==> config.mk <==
export PLATFORM = sky130hd
export DESIGN_NAME = asr_ctrl
export DESIGN_NICKNAME = d
export VERILOG_FILES = /design/src/rtl/asr_pkg.sv /design/src/rtl/asr_tmr_if.sv /design/src/rtl/asr_ctrl.sv /design/src/rtl/asr_timer.sv
export SDC_FILE = /design/constraint.sdc
export NUM_CORES = 1
export LEC_CHECK = 0
export ABC_AREA = 1
export BUFFER_PORTS_ARGS = -buffer_cell sky130_fd_sc_hd__buf_4
export CAP_MARGIN = 20
export CORE_MARGIN = 3
export CORE_UTILIZATION = 46
export DETAILED_ROUTE_END_ITERATION = 10
export GPL_TIMING_DRIVEN = 0
export PLACE_DENSITY = 0.85
export SLEW_MARGIN = 20
export SYNTH_ARGS = -nofsm -noshare
export SYNTH_HDL_FRONTEND = slang
export SYNTH_SLANG_ARGS = --single-unit
==> constraint.sdc <==
create_clock -name mclk -period 1.55 [get_ports mclk]
set_input_delay 0.155 -clock mclk [delete_from_list [all_inputs] [get_ports mclk]]
set_output_delay 0.155 -clock mclk [all_outputs]
set_load 0.02 [all_outputs]
==> src/rtl/asr_pkg.sv <==
package asr_pkg;
  // Memory geometry.
  localparam int ASR_ADDR_W = 18;
  localparam int ASR_DATA_W = 16;
  localparam int ASR_CLK_PERIOD_NS = 100;
  // Timing figures in ns, power-up wait in us (slower grade where two are given).
  localparam int ASR_ADDRESS_ACCESS_TIME_NS = 12;
  localparam int ASR_ADDRESS_CHANGE_DATA_HOLD_NS = 3;
  localparam int ASR_LANE_ENABLE_ACCESS_TIME_NS = 6;
  localparam int ASR_LANE_DISABLE_FLOAT_TIME_NS = 6;
  localparam int ASR_ADDRESS_SETUP_TO_WRITE_END_NS = 8;
  localparam int ASR_DATA_SETUP_TO_WRITE_END_NS = 6;
  localparam int ASR_LANE_ENABLE_TO_WRITE_END_NS = 8;
  localparam int ASR_WRITE_STROBE_FLOAT_TIME_NS = 6;
  localparam int ASR_POWER_UP_WAIT_US = 100;
  // Minimum intervals round up to whole clocks, never below one.
  function automatic int asr_cyc_up(input int ns);
    int c;
    c = (ns + ASR_CLK_PERIOD_NS - 1) / ASR_CLK_PERIOD_NS;
    return (c < 1) ? 1 : c;
  endfunction
  // Read wait covers the address access time only.
  localparam int ASR_READ_CYC = asr_cyc_up(ASR_ADDRESS_ACCESS_TIME_NS);
  // Write pulse covers data setup plus write strobe float.
  localparam int ASR_WRITE_CYC = asr_cyc_up(
    ASR_WRITE_STROBE_FLOAT_TIME_NS + ASR_DATA_SETUP_TO_WRITE_END_NS);
  // Bus turnaround after the device releases the lanes.
  localparam int ASR_FLOAT_CYC = asr_cyc_up(ASR_LANE_DISABLE_FLOAT_TIME_NS);
  localparam int ASR_POWER_UP_CYC =
    (ASR_POWER_UP_WAIT_US * 1000) / ASR_CLK_PERIOD_NS;
  localparam logic [11:0] ASR_CNT_ZERO = 12'h000;
  localparam logic [15:0] ASR_DATA_ZERO = 16'h0000;
  localparam logic [17:0] ASR_ADDR_ZERO = 18'h00000;
  // Controller states.
  typedef enum logic [2:0] {
    ASR_POWERUP = 3'b000,
    ASR_IDLE    = 3'b001,
    ASR_WRITE   = 3'b010,
    ASR_READ    = 3'b011,
    ASR_RELEASE = 3'b100
  } asr_state_type;
endpackage

==> src/rtl/asr_tmr_if.sv <==
`timescale 1ns/1ps
// Carries the interval timer load and expiry between the controller and
// its counter.
interface asr_tmr_if;
  logic        load;  // Start a new interval.
  logic [11:0] count; // Interval length in cycles.
  logic        done;  // Interval elapsed.
  modport ctl (output load, output count, input done);
  modport tmr (input load, input count, output done);
endinterface

==> src/rtl/asr_ctrl.sv <==
`timescale 1ns/1ps
module asr_ctrl #(
  parameter int POWER_UP_CYC = asr_pkg::ASR_POWER_UP_CYC
) (
  input  wire logic                         mclk,
  input  wire logic                         rst_n,
  input  wire logic                         req_valid,
  output logic                              req_ready,
  input  wire logic                         req_write,
  input  wire logic [asr_pkg::ASR_ADDR_W-1:0] req_addr,
  input  wire logic [asr_pkg::ASR_DATA_W-1:0] req_wdata,
  input  wire logic [1:0]                   req_lanes,
  output logic                              rsp_valid,
  output logic [asr_pkg::ASR_DATA_W-1:0]    rsp_rdata,
  output logic                              chip_select_n,
  output logic                              write_strobe_n,
  output logic                              output_enable_n,
  output logic                              lower_lane_enable_n,
  output logic                              upper_lane_enable_n,
  output logic [asr_pkg::ASR_ADDR_W-1:0]    word_address,
  output logic [asr_pkg::ASR_DATA_W-1:0]    data_bus_out,
  output logic                              data_bus_oe,
  input  wire logic [asr_pkg::ASR_DATA_W-1:0] data_bus_in
);
  import asr_pkg::*;

  asr_tmr_if tif ();                      // Interval timer link.
  asr_state_type state_ff;                // Present state.
  asr_state_type nxt_state;               // Next state.
  logic [17:0] addr_ff;                   // Held address pins.
  logic [15:0] wdata_ff;                  // Held write data.
  logic [1:0]  lanes_ff;                  // Held lane enables, active high.
  logic        cs_ff;                     // Chip select, active high.
  logic        we_ff;                     // Write strobe, active high.
  logic        oe_ff;                     // Output enable, active high.
  logic        drive_ff;                  // Controller drives data bus.
  logic        rsp_ff;                    // Read answer pulse.
  logic [15:0] rdata_ff;                  // Captured read word.
  logic [15:0] sync1_ff;                  // First synchroniser stage.
  logic [15:0] sync2_ff;                  // Second synchroniser stage.
  logic        take;                      // Request accepted this cycle.
  logic [11:0] pu_cyc;                    // Power-up wait as a count.
  logic [15:0] lane_mask;                 // Bits of enabled lanes.
  logic        pu_load_ff;                // Starts the power-up wait.
  logic        pu_read_ff;                // Pending read capture.

  // Sizes the power-up parameter to the timer; the default must fit.
  assign pu_cyc    = 12'(POWER_UP_CYC);
  assign take      = req_valid && req_ready;
  assign req_ready = (state_ff == ASR_IDLE) && tif.done;
  assign lane_mask = {{8{lanes_ff[1]}}, {8{lanes_ff[0]}}};

  asr_timer u_tmr (
    .mclk (mclk),
    .rst_n(rst_n),
    .tmr  (tif.tmr)
  );

  // Next state: each phase but idle ends when its timed interval has elapsed; idle ends on an accepted request.
  always_comb begin
    nxt_state = state_ff;
    tif.load  = 1'b0;
    tif.count = ASR_CNT_ZERO;
    unique case (state_ff)
      ASR_POWERUP: begin
        if (pu_load_ff) begin
          // The timer leaves reset at zero, so the wait must be loaded.
          tif.load  = 1'b1;
          tif.count = pu_cyc;
        end else if (tif.done) begin
          nxt_state = ASR_IDLE;
        end
      end
      ASR_IDLE: begin
        if (take) begin
          tif.load  = 1'b1;
          // Whole cycles, rounded up, cover every minimum.
          tif.count = req_write ? 12'(ASR_WRITE_CYC)
                                : 12'(ASR_READ_CYC);
          nxt_state = req_write ? ASR_WRITE : ASR_READ;
        end
      end
      ASR_WRITE: begin
        if (tif.done) begin
          tif.load  = 1'b1;
          tif.count = 12'(ASR_FLOAT_CYC);
          nxt_state = ASR_RELEASE;
        end
      end
      ASR_READ: begin
        if (tif.done) begin
          // Lanes need turnaround time before anyone drives again.
          tif.load  = 1'b1;
          tif.count = 12'(ASR_FLOAT_CYC);
          nxt_state = ASR_RELEASE;
        end
      end
      ASR_RELEASE: begin
        if (tif.done) begin
          nxt_state = ASR_IDLE;
        end
      end
      default: begin
        nxt_state = ASR_IDLE;
      end
    endcase
  end

  // Power-up interval is loaded by a one-shot after reset release.
  always_ff @(posedge mclk) begin
    if (!rst_n) begin
      pu_load_ff <= 1'b1;
    end else begin
      pu_load_ff <= 1'b0;
    end
  end

  // State register.
  always_ff @(posedge mclk) begin
    if (!rst_n) begin
      state_ff <= ASR_POWERUP;
    end else begin
      state_ff <= nxt_state;
    end
  end

  // Address, data and lanes are latched with the request and held
  // through the whole access, so setup is full; address hold is generous, but data drive and lane enables end at the write end edge.
  always_ff @(posedge mclk) begin
    if (!rst_n) begin
      addr_ff  <= ASR_ADDR_ZERO;
      wdata_ff <= ASR_DATA_ZERO;
      lanes_ff <= 2'b00;
    end else if (take) begin
      addr_ff  <= req_addr;
      wdata_ff <= req_wdata;
      lanes_ff <= req_lanes;
    end
  end

  // Strobes. Select and write strobe rise together at write end, so
  // the terminating edge is common and all setups measure against it.
  always_ff @(posedge mclk) begin
    if (!rst_n) begin
      cs_ff    <= 1'b0;
      we_ff    <= 1'b0;
      oe_ff    <= 1'b0;
      drive_ff <= 1'b0;
    end else begin
      cs_ff    <= (nxt_state == ASR_WRITE) ||
                  (nxt_state == ASR_READ);
      we_ff    <= (nxt_state == ASR_WRITE);
      oe_ff    <= (nxt_state == ASR_READ);
      drive_ff <= (nxt_state == ASR_WRITE);
    end
  end

  // Read data passes two flops; the word sampled one cycle into the
  // read phase was stable for the whole access window.
  always_ff @(posedge mclk) begin
    if (!rst_n) begin
      sync1_ff <= ASR_DATA_ZERO;
      sync2_ff <= ASR_DATA_ZERO;
      rdata_ff <= ASR_DATA_ZERO;
      rsp_ff   <= 1'b0;
    end else begin
      sync1_ff <= data_bus_in;
      sync2_ff <= sync1_ff;
      // Capture one cycle into release so the sample is past two flops.
      rsp_ff   <= (state_ff == ASR_RELEASE) && pu_read_ff;
      if ((state_ff == ASR_RELEASE) && pu_read_ff) begin
        rdata_ff <= sync2_ff & lane_mask;
      end
    end
  end

  // Remembers that the access in release was a read, for one capture.
  always_ff @(posedge mclk) begin
    if (!rst_n) begin
      pu_read_ff <= 1'b0;
    end else begin
      pu_read_ff <= (state_ff == ASR_READ) && tif.done;
    end
  end

  // Pin and answer outputs, all from flops.
  assign chip_select_n       = !cs_ff;
  assign write_strobe_n      = !we_ff;
  assign output_enable_n     = !oe_ff;
  assign lower_lane_enable_n = !(cs_ff && lanes_ff[0]);
  assign upper_lane_enable_n = !(cs_ff && lanes_ff[1]);
  assign word_address        = addr_ff;
  assign data_bus_out        = wdata_ff;
  assign data_bus_oe         = drive_ff;
  assign rsp_valid           = rsp_ff;
  assign rsp_rdata           = rdata_ff;

  // Trade-off: a single shared timer keeps area small at the cost of
  // serialising every phase.

  AST_WE_NEEDS_CS: assert property (@(posedge mclk) disable iff (!rst_n)
    !write_strobe_n |-> !chip_select_n)
    else $error("Write strobe low without chip select.");
  AST_NO_CONTENTION: assert property (@(posedge mclk) disable iff (!rst_n)
    data_bus_oe |-> output_enable_n)
    else $error("Bus driven while device outputs enabled.");
  AST_READ_WE_HIGH: assert property (@(posedge mclk) disable iff (!rst_n)
    !output_enable_n |-> write_strobe_n && !chip_select_n)
    else $error("Read without select or with strobe low.");
  AST_ADDR_STABLE: assert property (@(posedge mclk) disable iff (!rst_n)
    !write_strobe_n && !$rose(write_strobe_n) |=> $stable(word_address))
    else $error("Address moved during write.");
  AST_DATA_DRIVEN: assert property (@(posedge mclk) disable iff (!rst_n)
    !write_strobe_n |-> data_bus_oe)
    else $error("Write data not driven during write.");
  AST_NO_EARLY: assert property (@(posedge mclk) disable iff (!rst_n)
    $rose(rst_n) |-> chip_select_n [*8])
    else $error("Access during power-up wait.");
  AST_STANDBY: assert property (@(posedge mclk) disable iff (!rst_n)
    chip_select_n |-> write_strobe_n && output_enable_n)
    else $error("Strobes active while deselected.");
  AST_RSP_AFTER_READ: assert property (@(posedge mclk) disable iff (!rst_n)
    rsp_valid |-> $past(output_enable_n) && !req_ready)
    else $error("Answer out of sequence.");
  AST_READ_LONG: assert property (@(posedge mclk) disable iff (!rst_n)
    rsp_valid |-> !$past(output_enable_n, 2) && !$past(output_enable_n, 3))
    else $error("Answer without a two-cycle read window.");
  COV_WRITE: cover property (@(posedge mclk) $rose(write_strobe_n));
  COV_READ: cover property (@(posedge mclk) rsp_valid);
  COV_B2B: cover property (@(posedge mclk) take ##[1:20] take);
endmodule

==> src/rtl/asr_timer.sv <==
`timescale 1ns/1ps
// Down counter that flags when a loaded interval of cycles has elapsed.
module asr_timer (
  input wire logic mclk,
  input wire logic rst_n,
  asr_tmr_if.tmr   tmr
);
  import asr_pkg::*;
  logic [11:0] cnt_ff;     // Cycles still to wait.
  logic [11:0] nxt_cnt;    // Next count.
  // Load wins over counting; count stops at zero.
  assign nxt_cnt = tmr.load ? tmr.count :
                   (cnt_ff != ASR_CNT_ZERO) ? cnt_ff - 12'h001 : cnt_ff;
  // Done looks only at the count, so a load decided from done cannot
  // feed back into done within the same cycle.
  assign tmr.done = (cnt_ff == ASR_CNT_ZERO);
  // Counter register.
  always_ff @(posedge mclk) begin
    if (!rst_n) begin
      cnt_ff <= ASR_CNT_ZERO;
    end else begin
      cnt_ff <= nxt_cnt;
    end
  end
endmodule

==> impl_metrics.csv, run 1 <==
group,metric,value,unit
status,status,"finished, violations left",
status,violations,"setup timing",
routing,ant_nets,0,
finish,seq_area,2108,µm²
clocking,cts_tree,"built",
yosys,synth.distinct_cells,31,
worst_setup_path,reg2reg_from,"u_tmr.cnt_ff[0]$_SDFFE_PN0P_",
finish,syn_to_final_growth,52.02,%
global_routing,overflow,0,
worst_setup_path,r2r_slack,-180,ps
worst_setup_path,worst-path-buf-inv,3,
placement,hpwlAfterDp,6552,µm
timing,worst_slack,-238.4,ps
placement,place_congestion,0.8479,
routing,drt-initial-drc-count,146,
finish,fin_cells,731,
worst_setup_path,crit_path_max_fanout,4,
floorplan,die_area,9410,µm²
finish,drive_gt1_frac,0.3990,
finish,fillers,507,
clocking,cts_sinks,105,
clocking,clk_pin_slew,100,ps
placement,dpl_cell_area,4825,µm²
worst_setup_path,critPathLaunchType,"flop",
worst_setup_path,crit_arrival,1630,ps
floorplan,core.rowCount,32,
routing,wl_per_cell,15.25,µm
clocking,clk_path_buf_depth,2,
global_routing,track_usage,0.2082,
yosys,yosysSeqAreaShare,0.5517,
yosys,synth_top_area_share,0.5517,
flow_run,maxCapViolations,0,
placement,dp_cells,681,
finish,fin_nets,681,
worst_setup_path,endpoint_kind,"output port",
clocking,cts_max_level,3,
global_routing,antenna_found_initial,0,
timing,skew,11.64,ps
worst_setup_path,required,1390,ps
floorplan,dieWidth,97.01,µm
timing,finalCriticalPeriod,1788,ps
worst_setup_path,crit_start,"u_tmr.cnt_ff[8]$_SDFFE_PN0P_",
timing,rsz0062_at_grt,"yes",
floorplan,ios,114,
worst_setup_path,cp.depth,7,
routing,drt_wl_total,11150,µm
global_routing,grt_max_degree,20,
yosys,synthTopCellsByArea,"dfxtp_1 55%, inv_1 8.5%, nand2_1 7.7%",
floorplan,fp.dieH,97.01,µm
clocking,cts_made_buffers,9,
clocking,clockRootBuffer,"clkbuf_8",
yosys,syn_area_per_cell,8.176,µm²
global_routing,grt_pass1_wl,15990,µm
worst_setup_path,rr_worst_depth,12,
worst_setup_path,worstSetupEndpoint,"req_ready",
worst_setup_path,path_cells,"inv_2 > nand2_1 > nor2_4 > nand2_8 > buf_8 > nor4_4 > buf_4",
timing,drv_slew,0,
floorplan,core,7888,µm²
power,ir_drop,0.5111,mV
routing,drt-pass1-iter-count,5,
routing,drc,0,
finish,final_area,5792,µm²
worst_setup_path,r2r-end,"u_tmr.cnt_ff[4]$_SDFFE_PN0P_",
placement,dp_slack,-133.3,ps
timing,maxSlewHeadroom,0.3873,
worst_setup_path,path_delay_family,"simple AND/OR/NAND/NOR gates",
worst_setup_path,critPathKind,"reg2out",
timing,max_freq,559.2,MHz
timing,finalSetupViolCount,49,
yosys,synthCells,466,
clocking,clock_latency,380,ps
yosys,mappedNetlistNets,523,
yosys,yosysTopAreaCell,"dfxtp_1",
routing,detailroute.via_count,3642,
finish,multi_input_area,1564,µm²
yosys,ys_ff_latch,105,
timing,worstMarginPinSlew,919.0,ps
floorplan,initial_core_util,0.4830,
worst_setup_path,crit_slowest_cell,"dfxtp_1",
global_routing,grt_pass1_vias,3459,
routing,vias_per_cell,4.982,
yosys,yosysWarningCount,0,
placement,io_buffers,113,
yosys,synth_area,3810,µm²
worst_hold_path,holdCritPathClass,"in2reg",
worst_setup_path,critPathMaxStageDelay,360,ps
timing,fin_crit_sh,1.154,
power,p_leak,0.002771,µW
finish,antenna_cells,0,
power,power_per_cell_area,945.9,nW/µm²
timing,hold_violations,0,
[per-stage QoR]
step | utilization | total power [µW] | hold WS [ps] | TNS (ps)
floorplan | - | 3457 | 252.6 | 0
global placement | 0.6117 | 3647 | 337.0 | -477.5
detailed placement | 0.6117 | 3682 | 339.7 | -1180
CTS | 0.6780 | 5326 | 49.46 | -6270
global route | 0.7343 | 5701 | 22.94 | -7294
finish | 0.7343 | 5478 | 25.66 | -4816
[layout make-up]
class / count / area share
repair buffers: 149 / 0.2199
plain buffers: 21 / 0.03348
well taps: 102 / 0.02203
inverters: 90 / 0.05833
flip-flops and latches: 105 / 0.3640
multi-input cells: 248 / 0.2700
clock inverters: 7 / 0.01080
clock buffers: 9 / 0.02139
[where the power goes]
group,internal (µW),switching [µW],leakage (µW)
clock,611,990,0.0000894
sequential,2810,93.2,0.000857
combinational,440,533,0.00182
[Yosys cell counts, drive strengths merged]
cell type    n
nor4         1
a211oi       1
inv         90
nor2        23
a21oi       45
clkbuf      13
o21bai       1
ha           1
nand3       38
o21ai       42
dfxtp      105
nand4        3
nor3         3
xnor2        3
buf         10
xor2         6
nand2       81
[repair_timing]
| item | CTS | global route |
|---|---|---|
| hold buffers | 16 | 0 |
| endpoints found under the hold margin | 16 | 0 |
| setup buffers | 7 | 6 |
| gates resized for setup | 28 | 119 |
| gates cloned | 3 | 4 |
| endpoints found under the setup margin | 45 | 60 |
| pin swaps | 4 | 36 |
[state kept, by name, indices dropped and copies added, names as in the netlist]
| name | count |
|---|---|
| cs_ff | 1 |
| data_bus_oe | 1 |
| data_bus_out | 16 |
| lanes_ff | 2 |
| oe_ff | 1 |
| pu_load_ff | 1 |
| pu_read_ff | 1 |
| rsp_rdata | 16 |
| rsp_valid | 1 |
| state_ff | 3 |
| sync1_ff | 16 |
| sync2_ff | 16 |
| u_tmr.cnt_ff | 12 |
| word_address | 18 |
[logic make-up after synthesis]
kind of cell,count (synthesis),synth area share
AO/OA/AOI/OAI,89,0.1202
XOR/XNOR,9,0.02069
adder cells (fa/ha/maj),1,0.003284
buffers and inverters,113,0.1205
flip-flops,105,0.5517
AND/OR/NAND/NOR,149,0.1836
[worst register-to-register path: cells and delay by family (launching register included)]
family	cells	cell delay [ps]
buffers and inverters	4	540
adders and majority gates	1	150
DFF	1	350
and+or+nand+nor	7	590
[per-layer routing]
layer	up-vias	track usage	wire length, µm	part of all wire
met5	-	0	0	0
met4	0	0.09071	368	0.033
li1	1754	-	-	-
met2	157	0.3540	5675	0.51
met3	31	0.05984	685	0.061
met1	1700	0.2435	4421	0.40
[placed cells by master (no fill, tap or decap), drive strengths merged]
| cell | count |
|---|---|
| nand4 | 3 |
| ha | 1 |
| dlygate4sd3 | 16 |
| dfxtp | 105 |
| clkinv | 2 |
| buf | 141 |
| nand3 | 38 |
| nand2 | 81 |
| clkbuf | 22 |
| a211oi | 1 |
| o21ai | 42 |
| nor4 | 1 |
| xnor2 | 3 |
| nor2 | 23 |
| clkinvlp | 2 |
| inv | 93 |
| a21oi | 45 |
| xor2 | 6 |
| o21bai | 1 |
| nor3 | 3 |
[worst min path at each step]
stage / from / to / slack, ps / cells past startpoint
global route: req_addr[15] / word_address[15]$_SDFFE_PN0P_ / 20 / 3
global placement: data_bus_in[4] / sync1_ff[4]$_SDFF_PN0_ / 340 / 3
CTS: req_addr[14] / word_address[14]$_SDFFE_PN0P_ / 50 / 3
finish: req_addr[15] / word_address[15]$_SDFFE_PN0P_ / 30 / 3
floorplan: data_bus_in[0] / sync1_ff[0]$_SDFF_PN0_ / 250 / 2
detailed placement: data_bus_in[8] / sync1_ff[8]$_SDFF_PN0_ / 340 / 3
(Power assumes the default switching activity.)
==> inputs of run 2 (changes only) <==
==> constraint.sdc (replaced) <==
create_clock -name mclk -period 1.5 [get_ports mclk]
set_input_delay 0.15 -clock mclk [delete_from_list [all_inputs] [get_ports mclk]]
set_output_delay 0.15 -clock mclk [all_outputs]
set_load 0.02 [all_outputs]
==> run 2 against run 1 <==
Net effect: the flow still finishes with violations (setup timing); critical path depth is 1 higher; wire length is 1.1% higher; first-iteration DRC count is 38% higher; die area stayed put; hold slack better by 9.9 ps; clock power is 4% higher; worst setup slack worse by 10 ps; largest power group unchanged.
==> impl_metrics.csv, run 2 (synthesized netlist as in run 1, its figures left out) <==
group,metric,value,unit
global_routing,antenna_found_initial,0,
worst_setup_path,rr_worst_depth,10,
clocking,cts_made_buffers,9,
worst_setup_path,required,1350,ps
power,netSwitchingPower,1617,µW
floorplan,ios,114,
worst_setup_path,path_cells,"inv_4 > ha_4 > nand2_4 > nor2_8 > nand2_4 > buf_8 > nor4_4 > buf_4",
floorplan,dieWidth,97.01,µm
power,p_int,4026,µW
worst_setup_path,r2r-end,"data_bus_out[3]$_SDFFE_PN0P_",
finish,layout_commonest_cell,"buf_4",
timing,max_freq,571.9,MHz
routing,wl_per_cell,15.45,µm
worst_setup_path,worst_path_most_repeated_cell,"nand2_4",
finish,layout_common_cells,"122 x buf_4, 100 x dfxtp_1, 83 x inv_1",
finish,fillers,541,
worst_setup_path,endpoint_kind,"output port",
finish,seq_area,2111,µm²
worst_setup_path,reg2reg_from,"u_tmr.cnt_ff[0]$_SDFFE_PN0P_",
power,pwr-share-comb,0.171,
floorplan,die_area,9410,µm²
floorplan,initial_core_util,0.4830,
clocking,cts_max_level,3,
clocking,cts_tree,"built",
routing,drt-pass1-iter-count,4,
flow_run,maxCapViolations,0,
clocking,clock_latency,370,ps
global_routing,grt_max_degree,19,
routing,drc,0,
status,violations,"setup timing",
worst_setup_path,crit_slowest_cell,"dfxtp_4",
placement,io_buffers,113,
worst_setup_path,crit_start,"u_tmr.cnt_ff[0]$_SDFFE_PN0P_",
worst_setup_path,worst-path-buf-inv,3,
global_routing,track_usage,0.2085,
timing,finalCriticalPeriod,1749,ps
clocking,clk_path_buf_depth,2,
worst_setup_path,crit_arrival,1600,ps
worst_setup_path,critPathKind,"reg2out",
timing,fin_crit_sh,1.166,
worst_hold_path,hold_depth,3,
status,status,"finished, violations left",
worst_setup_path,r2r_slack,-230,ps
placement,hpwlAfterDp,6644,µm
worst_setup_path,crit_path_max_fanout,2,
finish,final_area,5786,µm²
routing,drt_wl_total,11280,µm
power,clkPwrFrac,0.296,
power,ir_drop,0.4660,mV
worst_setup_path,path_delay_family,"flip-flops",
placement,dpl_cell_area,4826,µm²
routing,vias_per_cell,5.058,
routing,detailroute.via_count,3692,
power,p_leak,0.002772,µW
power,p_seq_frac,0.532,
timing,worst_slack,-248.6,ps
timing,drv_slew,0,
timing,worstMarginPinSlew,909.7,ps
worst_setup_path,critPathLaunchType,"flop",
finish,multi_input_area,1582,µm²
finish,drive_gt1_frac,0.3949,
worst_hold_path,holdCritPathClass,"in2reg",
timing,hold_ws,35.56,ps
finish,largest_reg_flops,18,
finish,antenna_cells,0,
global_routing,overflow,0,
timing,maxSlewHeadroom,0.3935,
power,swShare,0.2866,
routing,drt-initial-drc-count,201,
finish,syn_to_final_growth,51.86,%
timing,skew,17.03,ps
routing,ant_nets,0,
placement,place_congestion,0.9119,
floorplan,core,7888,µm²
worst_hold_path,worstHoldStart,"req_addr[9]",
timing,hold_violations,0,
finish,fin_nets,680,
floorplan,fp.dieH,97.01,µm
timing,rsz0062_at_grt,"yes",
clocking,clk_pin_slew,100,ps
worst_setup_path,critPathMaxStageDelay,370,ps
clocking,clockRootBuffer,"clkbuf_8",
worst_setup_path,worstSetupEndpoint,"req_ready",
floorplan,core.rowCount,32,
global_routing,grt_pass1_wl,15900,µm
power,power_per_cell_area,975.3,nW/µm²
timing,finalSetupViolCount,49,
clocking,cts_sinks,105,
worst_setup_path,cp.depth,8,
global_routing,grt_pass1_vias,3393,
run 2: how the worst min path moves through the flow:
stage | to | slack [ps]
2_1_floorplan | sync1_ff[0]$_SDFF_PN0_ | 250
6_report | word_address[9]$_SDFFE_PN0P_ | 40
5_1_grt | word_address[9]$_SDFFE_PN0P_ | 40
4_1_cts | data_bus_out[11]$_SDFFE_PN0P_ | 50
3_5_place_dp | sync1_ff[12]$_SDFF_PN0_ | 340
3_3_place_gp | sync1_ff[5]$_SDFF_PN0_ | 330
run 2: worst min-delay path, cell delays in order:
cell and delay, ps:
buf_4 90, o21ai_2 40, a21oi_1 90
run 2: what timing repair did:
action | CTS | global route
pin swaps | 4 | 31
gates cloned | 4 | 3
setup endpoints to repair | 55 | 66
setup buffers | 8 | 7
resized for setup | 29 | 124
endpoints found under the hold margin | 16 | 0
hold buffers | 16 | 0
run 2: metrics by stage:
step	TNS, ps	setup WS [ps]	power, µW	utilization	std cells
global placement	-564.0	-131.9	3768	0.6118	681
global route	-11530	-319.9	5882	0.7335	730
finish	-7869	-248.6	5643	0.7335	730
CTS	-8944	-279.2	5503	0.6777	723
floorplan	0	6.512	3573	-	466
detailed placement	-1977	-144.9	3801	0.6118	681
run 2: routing by layer:
metal / vias to the layer above / global-route usage / share of wire
met5: - / 0 / 0
met4: 0 / 0.1004 / 0.032
met3: 30 / 0.04614 / 0.071
met2: 175 / 0.3546 / 0.52
met1: 1727 / 0.2485 / 0.38
li1: 1760 / - / -
run 2: final cells by class:
| type | count | area share |
|---|---|---|
| plain buffers | 20 | 0.03114 |
| clock buffers | 11 | 0.02444 |
| clock inverters | 5 | 0.007785 |
| inverters | 90 | 0.05882 |
| multi-input cells | 248 | 0.2734 |
| flip-flops and latches | 105 | 0.3648 |
| well taps | 102 | 0.02206 |
| repair buffers | 149 | 0.2176 |
run 2: power groups by stage:
stage	clock network [µW]	logic, µW	registers (µW)
2_1_floorplan	0	539	3030
3_3_place_gp	0	725	3040
3_5_place_dp	0	753	3050
4_1_cts	1680	840	2980
5_1_grt	1800	1070	3010
6_report	1670	967	3000
